===== config.mk =====
export PLATFORM = sky130hd
export DESIGN_NAME = kmd_panel_ctrl
export DESIGN_NICKNAME = d
export VERILOG_FILES = /design/src/rtl/kmd_panel_ctrl.v
export VERILOG_INCLUDE_DIRS = /design/src /design/src/rtl
export SDC_FILE = /design/constraint.sdc
export NUM_CORES = 1
export LEC_CHECK = 0
export ABC_CLOCK_PERIOD_IN_PS = 7800
export BUFFER_PORTS_ARGS = -buffer_cell sky130_fd_sc_hd__buf_2
export CORE_MARGIN = 2
export CORE_UTILIZATION = 45
export CTS_CLUSTER_SIZE = 20
export DETAILED_ROUTE_END_ITERATION = 10
export PLACE_DENSITY = 0.65
export SLEW_MARGIN = 20
export SYNTH_ARGS = -nofsm -noshare
export SYNTH_HDL_FRONTEND = slang
export SYNTH_SLANG_ARGS = --single-unit
export TNS_END_PERCENT = 1

===== constraint.sdc =====
create_clock -name core_clk -period 7.8 [get_ports core_clk]
set_input_delay 1.56 -clock core_clk [delete_from_list [all_inputs] [get_ports core_clk]]
set_output_delay 1.56 -clock core_clk [all_outputs]
set_load 0.02 [all_outputs]

===== src/rtl/kmd_defines.vh =====
/*
 * Constants of the keypad menu and display controller: menu state
 * codes, display symbols, segment patterns, timing and reset values.
 * Assumes it is included by its bare name from the design file.
 */
`ifndef KMD_DEFINES_VH
`define KMD_DEFINES_VH

// ----------------------------------------------------------------
// Menu states, one-hot
// ----------------------------------------------------------------
`define KMD_ST_MON   4'h1
`define KMD_ST_GRP   4'h2
`define KMD_ST_CODE  4'h4
`define KMD_ST_VAL   4'h8

// ----------------------------------------------------------------
// Readout layout
// ----------------------------------------------------------------
`define KMD_DIGITS   4
`define KMD_SEGS     7
`define KMD_SYM_W    5
`define KMD_EDIT_DIG 0

// ----------------------------------------------------------------
// Display symbols beyond the hex digits, and the hex E and A used for fault and warning
// ----------------------------------------------------------------
`define KMD_SYM_DASH  5'h10
`define KMD_SYM_P     5'h11
`define KMD_SYM_BLANK 5'h12
`define KMD_SYM_FLT   5'h0E
`define KMD_SYM_WRN   5'h0A

// ----------------------------------------------------------------
// Segment patterns, bit order g f e d c b a
// ----------------------------------------------------------------
`define KMD_SEG_DASH  7'h40
`define KMD_SEG_P     7'h73
`define KMD_SEG_BLANK 7'h00

// ----------------------------------------------------------------
// Menu limits and reset values
// ----------------------------------------------------------------
`define KMD_CODE_MAX  8'h63
`define KMD_GRP_RST   4'h0
`define KMD_CODE_RST  8'h00
`define KMD_VAL_RST   16'h0000

// ----------------------------------------------------------------
// Timing
// ----------------------------------------------------------------
`define KMD_CLK_MHZ       125
`define KMD_BLINK_HALF_MS 250
`define KMD_BLINK_HALF_CYC (`KMD_BLINK_HALF_MS * `KMD_CLK_MHZ * 1000)
`define KMD_BLINK_W       25

`endif


===== src/rtl/kmd_panel_ctrl.v =====
/*
 * Front-panel controller: keys and rotary encoder in, menu state
 * machine, four-digit seven-segment readout and status lamps out.
 * Assumes raw key and encoder pins (active high, already debounced
 * by the panel hardware) and drive-core status on core_clk.
 */
`timescale 1ns/1ns
`include "kmd_defines.vh"

module kmd_panel_ctrl #(
    parameter BLINK_HALF_CYC = `KMD_BLINK_HALF_CYC
) (
    input  wire        core_clk,
    input  wire        reset_n,
    input  wire        program_exit_key,
    input  wire        enter_key,
    input  wire        enc_a,
    input  wire        enc_b,
    input  wire        drive_running,
    input  wire        drive_dir_fwd,
    input  wire        run_src_keypad,
    input  wire        fault_active,
    input  wire [7:0]  fault_code,
    input  wire        warning_active,
    input  wire [7:0]  warning_code,
    input  wire [15:0] monitor_value,
    input  wire        keypad_setting_en,
    input  wire [15:0] param_rd_data,
    output wire [27:0] seg_out,
    output wire        running_lamp,
    output wire        forward_lamp,
    output wire        reverse_lamp,
    output wire        remote_lamp,
    output wire        fault_lamp,
    output wire [11:0] param_addr,
    output wire        param_wr_en,
    output wire [15:0] param_wr_data,
    output wire        setpoint_up,
    output wire        setpoint_down,
    output wire        edit_active
);

// ----------------------------------------------------------------
// Segment decoding
// ----------------------------------------------------------------
function [6:0] kmd_seg7;
    input [4:0] sym;
    begin
        case (sym)
            5'h00: kmd_seg7 = 7'h3F;
            5'h01: kmd_seg7 = 7'h06;
            5'h02: kmd_seg7 = 7'h5B;
            5'h03: kmd_seg7 = 7'h4F;
            5'h04: kmd_seg7 = 7'h66;
            5'h05: kmd_seg7 = 7'h6D;
            5'h06: kmd_seg7 = 7'h7D;
            5'h07: kmd_seg7 = 7'h07;
            5'h08: kmd_seg7 = 7'h7F;
            5'h09: kmd_seg7 = 7'h6F;
            5'h0A: kmd_seg7 = 7'h77;
            5'h0B: kmd_seg7 = 7'h7C;
            5'h0C: kmd_seg7 = 7'h39;
            5'h0D: kmd_seg7 = 7'h5E;
            5'h0E: kmd_seg7 = 7'h79;
            5'h0F: kmd_seg7 = 7'h71;
            `KMD_SYM_DASH: kmd_seg7 = `KMD_SEG_DASH;
            `KMD_SYM_P:    kmd_seg7 = `KMD_SEG_P;
            default:       kmd_seg7 = `KMD_SEG_BLANK;
        endcase
    end
endfunction

function [4:0] kmd_hex;
    input [3:0] nib;
    begin
        kmd_hex = {1'b0, nib};
    end
endfunction

// ----------------------------------------------------------------
// Declarations
// ----------------------------------------------------------------
reg  [3:0]  sync1_reg;
reg  [3:0]  sync2_reg;
reg  [3:0]  prev_reg;
reg  [3:0]  state_reg;
reg  [3:0]  state_next;
reg  [3:0]  grp_reg;
reg  [7:0]  code_reg;
reg  [15:0] edit_reg;
reg  [11:0] addr_reg;
reg         wr_en_reg;
reg  [15:0] wr_data_reg;
reg         up_reg;
reg         down_reg;
reg         run_lamp_reg;
reg         fwd_lamp_reg;
reg         rev_lamp_reg;
reg         rem_lamp_reg;
reg         flt_lamp_reg;
reg  [`KMD_BLINK_W-1:0] blink_cnt_reg;
reg         blink_reg;
reg  [27:0] seg_reg;
reg  [19:0] sym_vec;
wire [27:0] seg_next;
wire        prog_press;
wire        enter_press;
wire        enc_step;
wire        step_cw;
wire        step_ccw;
wire        in_edit;

// ----------------------------------------------------------------
// Pin synchronisers and edge detection
// ----------------------------------------------------------------
// Bit order: 0 prog/exit, 1 enter, 2 encoder A, 3 encoder B
always @(posedge core_clk) begin
    if (!reset_n) begin
        sync1_reg <= 4'h0;
        sync2_reg <= 4'h0;
        prev_reg  <= 4'h0;
    end else begin
        sync1_reg <= {enc_b, enc_a, enter_key, program_exit_key};
        sync2_reg <= sync1_reg;
        prev_reg  <= sync2_reg;
    end
end

assign prog_press  = sync2_reg[0] & ~prev_reg[0];
assign enter_press = sync2_reg[1] & ~prev_reg[1];
// One count per detent on A rising; B level gives direction
assign enc_step    = sync2_reg[2] & ~prev_reg[2];
assign step_cw     = enc_step & ~sync2_reg[3];
assign step_ccw    = enc_step & sync2_reg[3];
assign in_edit     = (state_reg == `KMD_ST_VAL);

// ----------------------------------------------------------------
// Menu state machine
// ----------------------------------------------------------------
// A fault or warning display is the monitoring state, so the
// program/exit key toggles it with the group menu for free.
always @* begin
    state_next = state_reg;
    case (state_reg)
        `KMD_ST_MON: begin
            if (prog_press) begin
                state_next = `KMD_ST_GRP;
            end
        end
        `KMD_ST_GRP: begin
            if (prog_press) begin
                state_next = `KMD_ST_MON;
            end else if (enter_press) begin
                state_next = `KMD_ST_CODE;
            end
        end
        `KMD_ST_CODE: begin
            if (prog_press) begin
                state_next = `KMD_ST_GRP;
            end else if (enter_press) begin
                state_next = `KMD_ST_VAL;
            end
        end
        `KMD_ST_VAL: begin
            if (prog_press || enter_press) begin
                state_next = `KMD_ST_CODE;
            end
        end
        default: begin
            state_next = `KMD_ST_MON;
        end
    endcase
end

// ----------------------------------------------------------------
// Menu items, edit value and storage port
// ----------------------------------------------------------------
always @(posedge core_clk) begin
    if (!reset_n) begin
        state_reg   <= `KMD_ST_MON;
        grp_reg     <= `KMD_GRP_RST;
        code_reg    <= `KMD_CODE_RST;
        edit_reg    <= `KMD_VAL_RST;
        addr_reg    <= 12'h000;
        wr_en_reg   <= 1'b0;
        wr_data_reg <= `KMD_VAL_RST;
        up_reg      <= 1'b0;
        down_reg    <= 1'b0;
    end else begin
        state_reg <= state_next;
        addr_reg  <= {grp_reg, code_reg};
        wr_en_reg <= 1'b0;
        up_reg    <= 1'b0;
        down_reg  <= 1'b0;
        case (state_reg)
            `KMD_ST_MON: begin
                if (keypad_setting_en) begin
                    up_reg   <= step_cw;
                    down_reg <= step_ccw;
                end
            end
            `KMD_ST_GRP: begin
                if (enter_press) begin
                    code_reg <= `KMD_CODE_RST;
                end else if (step_cw) begin
                    grp_reg <= grp_reg + 4'h1;
                end else if (step_ccw) begin
                    grp_reg <= grp_reg - 4'h1;
                end
            end
            `KMD_ST_CODE: begin
                if (enter_press) begin
                    edit_reg <= param_rd_data;
                end else if (step_cw) begin
                    // Wraps so the knob never sticks at either end
                    code_reg <= (code_reg >= `KMD_CODE_MAX) ? `KMD_CODE_RST
                                : code_reg + 8'h01;
                end else if (step_ccw) begin
                    code_reg <= (code_reg == `KMD_CODE_RST) ? `KMD_CODE_MAX
                                : code_reg - 8'h01;
                end
            end
            `KMD_ST_VAL: begin
                if (enter_press) begin
                    wr_en_reg   <= 1'b1;
                    wr_data_reg <= edit_reg;
                end else if (step_cw) begin
                    edit_reg <= edit_reg + 16'h0001;
                end else if (step_ccw) begin
                    edit_reg <= edit_reg - 16'h0001;
                end
            end
            default: begin
                edit_reg <= `KMD_VAL_RST;
            end
        endcase
    end
end

// ----------------------------------------------------------------
// Status lamps
// ----------------------------------------------------------------
always @(posedge core_clk) begin
    if (!reset_n) begin
        run_lamp_reg <= 1'b0;
        fwd_lamp_reg <= 1'b0;
        rev_lamp_reg <= 1'b0;
        rem_lamp_reg <= 1'b0;
        flt_lamp_reg <= 1'b0;
    end else begin
        run_lamp_reg <= drive_running;
        fwd_lamp_reg <= drive_running & drive_dir_fwd;
        rev_lamp_reg <= drive_running & ~drive_dir_fwd;
        rem_lamp_reg <= ~run_src_keypad;
        flt_lamp_reg <= fault_active;
    end
end

// ----------------------------------------------------------------
// Blink timebase
// ----------------------------------------------------------------
always @(posedge core_clk) begin
    if (!reset_n) begin
        blink_cnt_reg <= {`KMD_BLINK_W{1'b0}};
        blink_reg     <= 1'b0;
    end else if (blink_cnt_reg >= BLINK_HALF_CYC[`KMD_BLINK_W-1:0] - 1'b1) begin
        blink_cnt_reg <= {`KMD_BLINK_W{1'b0}};
        blink_reg     <= ~blink_reg;
    end else begin
        blink_cnt_reg <= blink_cnt_reg + 1'b1;
    end
end

// ----------------------------------------------------------------
// Readout content, digit 3 leftmost
// ----------------------------------------------------------------
always @* begin
    sym_vec = {4{`KMD_SYM_BLANK}};
    case (state_reg)
        `KMD_ST_MON: begin
            if (fault_active) begin
                sym_vec = {`KMD_SYM_FLT, `KMD_SYM_DASH,
                           kmd_hex(fault_code[7:4]),
                           kmd_hex(fault_code[3:0])};
            end else if (warning_active) begin
                sym_vec = {`KMD_SYM_WRN, `KMD_SYM_DASH,
                           kmd_hex(warning_code[7:4]),
                           kmd_hex(warning_code[3:0])};
            end else begin
                sym_vec = {kmd_hex(monitor_value[15:12]),
                           kmd_hex(monitor_value[11:8]),
                           kmd_hex(monitor_value[7:4]),
                           kmd_hex(monitor_value[3:0])};
            end
        end
        `KMD_ST_GRP: begin
            sym_vec = {`KMD_SYM_DASH, `KMD_SYM_P,
                       kmd_hex(grp_reg), `KMD_SYM_DASH};
        end
        `KMD_ST_CODE: begin
            sym_vec = {`KMD_SYM_P, kmd_hex(grp_reg),
                       kmd_hex(code_reg[7:4]), kmd_hex(code_reg[3:0])};
        end
        `KMD_ST_VAL: begin
            sym_vec = {kmd_hex(edit_reg[15:12]), kmd_hex(edit_reg[11:8]),
                       kmd_hex(edit_reg[7:4]), kmd_hex(edit_reg[3:0])};
        end
        default: begin
            sym_vec = {4{`KMD_SYM_BLANK}};
        end
    endcase
end

genvar gi;
generate
    for (gi = 0; gi < `KMD_DIGITS; gi = gi + 1) begin : g_digit
        // Only the edited digit goes dark on the blink phase
        assign seg_next[gi*`KMD_SEGS +: `KMD_SEGS] =
            (in_edit && blink_reg && gi == `KMD_EDIT_DIG) ? `KMD_SEG_BLANK
            : kmd_seg7(sym_vec[gi*`KMD_SYM_W +: `KMD_SYM_W]);
    end
endgenerate

always @(posedge core_clk) begin
    if (!reset_n) begin
        seg_reg <= 28'h0000000;
    end else begin
        seg_reg <= seg_next;
    end
end

// ----------------------------------------------------------------
// Outputs
// ----------------------------------------------------------------
assign seg_out       = seg_reg;
assign running_lamp  = run_lamp_reg;
assign forward_lamp  = fwd_lamp_reg;
assign reverse_lamp  = rev_lamp_reg;
assign remote_lamp   = rem_lamp_reg;
assign fault_lamp    = flt_lamp_reg;
assign param_addr    = addr_reg;
assign param_wr_en   = wr_en_reg;
assign param_wr_data = wr_data_reg;
assign setpoint_up   = up_reg;
assign setpoint_down = down_reg;
assign edit_active   = state_reg[3];

endmodule


==> results of run 1 <==
-- worst paths after layout --
kind	startpoint	cells past startpoint	to	slack, ps
worst min-delay path	sync1_reg[0]$_SDFF_PN0_	1	sync2_reg[0]$_SDFF_PN0_	430
worst max-delay path	state_reg[1]$_SDFFE_PN0P_	8	seg_out[24]$_SDFF_PP0_	4050
worst max register to register	state_reg[1]$_SDFFE_PN0P_	8	seg_out[24]$_SDFF_PP0_	4050
worst min register to register	sync1_reg[0]$_SDFF_PN0_	1	sync2_reg[0]$_SDFF_PN0_	430
-- stage by stage --
stage	instance area [sq um]	worst slack, ps	instances	total power [mW]	hold slack (ps)
floorplan	7560	4040	882	1.19	410
global placement	8340	3740	1186	1.33	413
detailed placement	8340	3720	1186	1.33	418
CTS	8960	4110	1216	2.18	432
global route	8970	3740	1218	2.28	450
finish	8970	4050	1218	2.17	431
-- synth_stat cells (all sizes together), types with 4 or more instances --
| cell type | number | area [sq um] |
|---|---|---|
| a211oi | 16 | 125 |
| a21o | 10 | 75.1 |
| a21oi | 45 | 225 |
| a221o | 4 | 40.0 |
| a221oi | 6 | 52.6 |
| a22o | 22 | 193 |
| a22oi | 19 | 143 |
| a31oi | 8 | 50.1 |
| a32oi | 4 | 35.0 |
| and2 | 31 | 194 |
| and3 | 14 | 87.6 |
| and4 | 4 | 35.0 |
| buf | 15 | 75.1 |
| clkbuf | 33 | 124 |
| dfxtp | 133 | 2660 |
| ha | 49 | 613 |
| inv | 26 | 97.6 |
| mux2 | 6 | 67.6 |
| mux2i | 16 | 160 |
| nand2 | 67 | 251 |
| nand2b | 10 | 62.6 |
| nand3 | 24 | 120 |
| nand3b | 5 | 37.5 |
| nand4 | 8 | 50.1 |
| nor2 | 84 | 315 |
| nor2b | 14 | 87.6 |
| nor3 | 19 | 111 |
| nor4b | 6 | 86.3 |
| o211ai | 9 | 67.6 |
| o21a | 7 | 52.6 |
| o21ai | 59 | 295 |
| o221ai | 4 | 35.0 |
| o31ai | 6 | 45.0 |
| or3 | 10 | 62.6 |
| or4 | 5 | 37.5 |
| xnor2 | 15 | 131 |
| xor2 | 25 | 219 |
-- cell usage in the layout (no fill, tap or decap), drive strengths merged, types with 7 or more instances in the layout --
cell / count
or3: 10
a31oi: 8
buf: 132
inv: 26
nand3: 24
and2: 31
mux2i: 16
a21o: 10
a211oi: 16
o211ai: 9
o21ai: 59
xor2: 25
ha: 49
and3: 14
a21oi: 45
nor2b: 14
clkbuf: 22
nor2: 84
xnor2: 15
dfxtp: 133
nor3: 19
a22oi: 19
a22o: 22
nand2b: 10
nand2: 67
o21a: 7
nand4: 8
-- cell type report --
| type | count | area (sq um) | area share |
|---|---|---|---|
| timing repair buffer | 133 | 686 | 0.0764 |
| clock inverter | 9 | 153 | 0.0170 |
| sequential | 133 | 2660 | 0.297 |
| inverter | 27 | 101 | 0.0113 |
| antenna | 1 | 2.50 | 0.000279 |
| clock buffer | 21 | 460 | 0.0513 |
| tap | 220 | 275 | 0.0307 |
| multi-input combinational | 674 | 4630 | 0.516 |
-- power groups by stage --
stage / logic (mW) / registers [mW] / clock network, mW
finish: 0.558 / 0.772 / 0.841
global route: 0.621 / 0.777 / 0.885
CTS: 0.553 / 0.771 / 0.854
detailed placement: 0.547 / 0.786 / 0
global placement: 0.545 / 0.786 / 0
floorplan: 0.384 / 0.804 / 0
-- cells by family after synthesis --
group           after synthesis  synth area share
simple gates                310             0.213
compound gates              248             0.224
buf+inv                      75            0.0397
mux                          25            0.0390
xor+xnor                     40            0.0463
fa+ha+maj                    51            0.0863
flops                       133             0.352
-- metal layers --
| layer | part of all wire | vias up |
|---|---|---|
| li1 | - | 3418 |
| met5 | 0 | - |
| met3 | 0.072 | 26 |
| met1 | 0.46 | 3296 |
| met2 | 0.45 | 251 |
| met4 | 0.017 | 0 |
-- worst max-delay path: cells and delay by family, from the launching register on --
| family | cells | cell delay [ps] |
|---|---|---|
| AO/OA/AOI/OAI | 2 | 1020 |
| multiplexers | 1 | 440 |
| flip-flops | 1 | 930 |
| buffers and inverters | 2 | 230 |
| AND/OR/NAND/NOR | 2 | 730 |
| adder cells (fa/ha/maj) | 1 | 330 |
==> impl_results.md, run 1 <==
- Final Hold Fails: 0
- Peak supply drop: about 0.17 mV
- WP data arrival: a little over 4000 ps
- DRT iter0 DRCs: roughly 500
- Fraction of layout instances using a drive strength above 1: 0.185
- GR Util met3: 0.0506
- Net Count, Synth: 993
- Status: finished clean
- WS Path Type: reg -> reg
- Fill count: around 1600
- Yosys reg bits: 133
- GR peak layer: met2
- Fmax: 0.267 GHz
- Initial antenna violation count: 1
- Max Slew Vio Count: 0
- Final wirelength: around 21000 um
- Worst Path Required: between 8000 and 9000 ps
- Synth cell types: 77
- Synth warn: 0
- Post-DR wirelength/cell: between 15 and 20 um
- Pwr Density: between 200 and 250 nW/um^2
- Largest net degree at the start of global routing: between 50 and 60
- Register share of total power: 0.355
- Worst path cell trace: nor4b_4 -> a211oi_2 -> a221oi_1 -> inv_1 -> ha_1 -> inv_1 -> mux4_2 -> nor2_1
- IO Pins: between 100 and 150
- CTS root buf: clkbuf_16
- Worst skew pair latency: 410 ps
- Relative slew slack: 0.309
- CTS H-tree depth: 4
- DR vias/cell: between 5 and 6
- First-pass GRT wire length: between 30000 and 40000 um
- Gp weighted congestion: between 0.8 and 0.9
- Asr flop ratio synth: 0
- DIE WIDTH: 134 um
- Synthesized cell area: between 7000 and 8000 sq um
- I/O Buffers: around 120
- Crit start category: flip-flop
- Sw power: approximately 670 uW
- Setup TNS: 0 ps
- Clock Power Share: 0.388
- Pleak: 3.86 nW
- Post-CTS resize count: 0
- Max reg flops: 28
- CP Capture Type: flip-flop
- Detail Route Antenna Nets: 0
- Critical path's slowest cell: dfxtp_1
- Internal Power: between 1 and 1.5 mW
- Max FO, Critical Path: 23
- GRT Total Usage: 0.230
- EDFF count, synth: 0
- Setup Skew: 7.47 ps
- CORE AREA: between 15000 and 20000 sq um
- Top_reg_cell synth: dfxtp_1
- Bufs on Longest Clock Path: 2
- Inserted Clock Buffers: 17
- Crit-path most repeated cell: inv_1
- Slew @ Worst Pin: between 1000 and 1500 ps
- Die Height: about 130 um
- Pre-Repair DR Iteration Count: 6
- Number of max-cap violations: 0
- Final net count: 1097
- Clock transition at the registers of the reported paths: about 60 ps
- P&R area growth vs syn: 18.6%
- Sequential area share after synthesis: 0.352
- Final setup fails: 0
- Crit path time final: about 3700 ps
- DP HPWL: 14600 um
- Initial cell density of the core: 0.458
- Number of global-route vias before repair: approximately 6500
- Mean Syn Cell Area: 8.58 sq um
- Final Core Density: 0.543
- Grt ovf: 0
- FP Rows: 47
- Hold buffers post-CTS: 0
- RSZ-0062 raised after global routing: no
- Fin crit share: 0.481
- Switching power share of the total: 0.309
- Met2 Usage GRT: 0.361
- Die area: about 18000 sq um
- Post-CTS setup buffers: 0
- CP max stage delay: just over 900 ps
- DRC viols: 0
- Combinational share of power: 0.257
- CTS tree: yes
- Hold crit path type: reg -> reg
- GR Layer Usage met1: 0.318
- Vias: ~7000
- CTS Sinks: around 130
- Cells after Synth: between 800 and 900
No activity file was read; power rests on OpenSTA's default activity.
==> run 2: changes to the inputs <==
Settings changed: ABC_CLOCK_PERIOD_IN_PS 7800 to 3030, PLACE_DENSITY 0.65 to 0.68.
Clock period 7.8 ns to 3.03 ns, I/O delays scaled along.
==> run 2 against run 1 <==
Non-clock buffer count grew 37. Die area unchanged. Via count grew 0.64%. Routed wire length up 1.3%. Critical path type unchanged. Largest power group unchanged.
==> impl_results.md, run 2 (synthesized netlist as in run 1, its figures left out) <==
- Status: finished clean
- Pleak: about 4.1 nW
- Fin crit share: 0.917
- Final wirelength: approximately 21000 um
- Bufs on Longest Clock Path: 2
- Hold crit path type: in -> reg
- P&R area growth vs syn: 22.5%
- Die Height: around 130 um
- Inserted Clock Buffers: 17
- DIE WIDTH: roughly 130 um
- CORE AREA: 16500 sq um
- Peak supply drop: 0.405 mV
- DR vias/cell: between 5 and 6
- Crit path time final: about 2800 ps
- RSZ-0062 raised after global routing: no
- CTS Sinks: approximately 130
- Slew @ Worst Pin: approximately 1200 ps
- Fmax: roughly 0.36 GHz
- Internal Power: 3.89 mW
- Post-CTS setup buffers: 0
- Final setup fails: 0
- IO Pins: roughly 130
- CTS H-tree depth: 4
- Max Slew Vio Count: 0
- Gp weighted congestion: slightly below 0.9
- Most common cell after layout, fill and taps aside: dfxtp_1
- Combinational share of power: 0.273
- Largest net degree at the start of global routing: 50
- Layout Cells excl Fill: about 1300
- Pwr Density: 613 nW/um^2
- Switching power share of the total: 0.314
- Placed instance count: about 1200
- Setup Skew: 7.42 ps
- Most frequent cells in the layout: 133 x dfxtp_1, 124 x buf_2, 84 x nor2_1
- DRC viols: 0
- Max FO, Critical Path: 12
- Fraction of layout instances using a drive strength above 1: 0.215
- Area of the multi-input gates: roughly 4600 sq um
- DP HPWL: ~15000 um
- Number of global-route vias before repair: ~6500
- Hold buffers post-CTS: 0
- CTS root buf: clkbuf_16
- WS Path Type: reg -> reg
- Detail Route Antenna Nets: 0
- Die area: 17900 sq um
- Pre-Repair DR Iteration Count: 8
- Post-DR wirelength/cell: between 15 and 20 um
- Initial antenna violation count: 2
- GRT Total Usage: 0.234
- Setup TNS: 0 ps
- Reg2reg setup slack: roughly 250 ps
- Sw power: 1.79 mW
- Worst skew pair latency: about 420 ps
- DP Area: ~8600 sq um
- Final net count: ~1100
- Final Hold Fails: 0
- I/O Buffers: between 100 and 150
- Grt ovf: 0
- Max reg flops: 28
- Design area: between 9000 and 10000 sq um
- Vias: roughly 7000
- Reg area: roughly 2700 sq um
- CP Capture Type: flip-flop
- Crit start category: flip-flop
- Clock transition at the registers of the reported paths: approximately 60 ps
- FP Rows: between 40 and 50
- Register share of total power: 0.347
- Number of max-cap violations: 0
- Clock Power Share: 0.380
- First-pass GRT wire length: between 30000 and 40000 um
- WP data arrival: approximately 3100 ps
- CTS tree: yes
- Initial cell density of the core: 0.458
- DRT iter0 DRCs: 502
- Worst Path Required: 3370 ps
- Fill count: 1495
- Relative slew slack: 0.197
==> run 2: cell types whose count changed in the layout (fill, tap and decap cells not counted), sizes merged <==
cell    delta
clkinv     +2
clkbuf     -4
diode      +1
buf       +38
bufinv     +1
==> run 2: through the flow <==
step / hold WS [ps] / utilization / setup WS (ps) / power, mW
6_report: 331 / 0.561 / 251 / 5.68
5_1_grt: 321 / 0.561 / 39.3 / 5.98
4_1_cts: 319 / 0.559 / 137 / 5.69
3_5_place_dp: 418 / 0.522 / 25.8 / 3.53
3_3_place_gp: 418 / 0.522 / 69.3 / 3.52
2_1_floorplan: 410 / - / 97.0 / 3.06
==> run 2: metal layers <==
layer,global-route usage,part of all wire
met1,0.325,0.47
met2,0.362,0.45
met3,0.0472,0.059
met4,0.0827,0.024
met5,0,0
==> run 2: worst max-delay path, stage by stage, from the launching register on <==
cell	delay [ps]
dfxtp_1	320
nor3b_1	260
bufinv_8	260
buf_4	140
buf_4	160
ha_1	420
o21ai_0	150
a21oi_1	160
o21ai_0	100
or3_1	310
mux2_2	270
a41oi_1	140
==> run 2: cell type report <==
| class | instances | area share |
|---|---|---|
| diodes | 2 | 0.000540 |
| clock inverters | 12 | 0.0197 |
| repair buffers | 170 | 0.104 |
| well taps | 220 | 0.0297 |
| clock buffers | 18 | 0.0463 |
| inverters | 27 | 0.0124 |
| multi-input cells | 674 | 0.500 |
| flip-flops and latches | 133 | 0.287 |
==> run 2: final timing paths <==
check                               start                        end  cells after the start
setup / recovery   prev_reg[2]$_SDFF_PN0_  edit_reg[14]$_SDFFE_PN0P_                     11
hold / removal             run_src_keypad     remote_lamp$_SDFF_PN0_                      2
setup reg to reg   prev_reg[2]$_SDFF_PN0_  edit_reg[14]$_SDFFE_PN0P_                     11
hold reg to reg   sync1_reg[2]$_SDFF_PN0_    sync2_reg[2]$_SDFF_PN0_                      1
==> run 2: power by group through the flow <==
stage          Combinational, mW  Clock, mW  Sequential [mW]
5_1_grt                     1.71       2.28             1.98
3_5_place_dp                1.52          0             2.01
6_report                    1.55       2.16             1.97
3_3_place_gp                1.51          0             2.01
4_1_cts                     1.53       2.19             1.97
2_1_floorplan              0.988          0             2.07
==> run 2: what timing repair did <==
item / 4_1_cts / 5_1_grt
resized for setup: 1 / 3
gates cloned: 0 / 0
setup endpoints to repair: 1 / 4
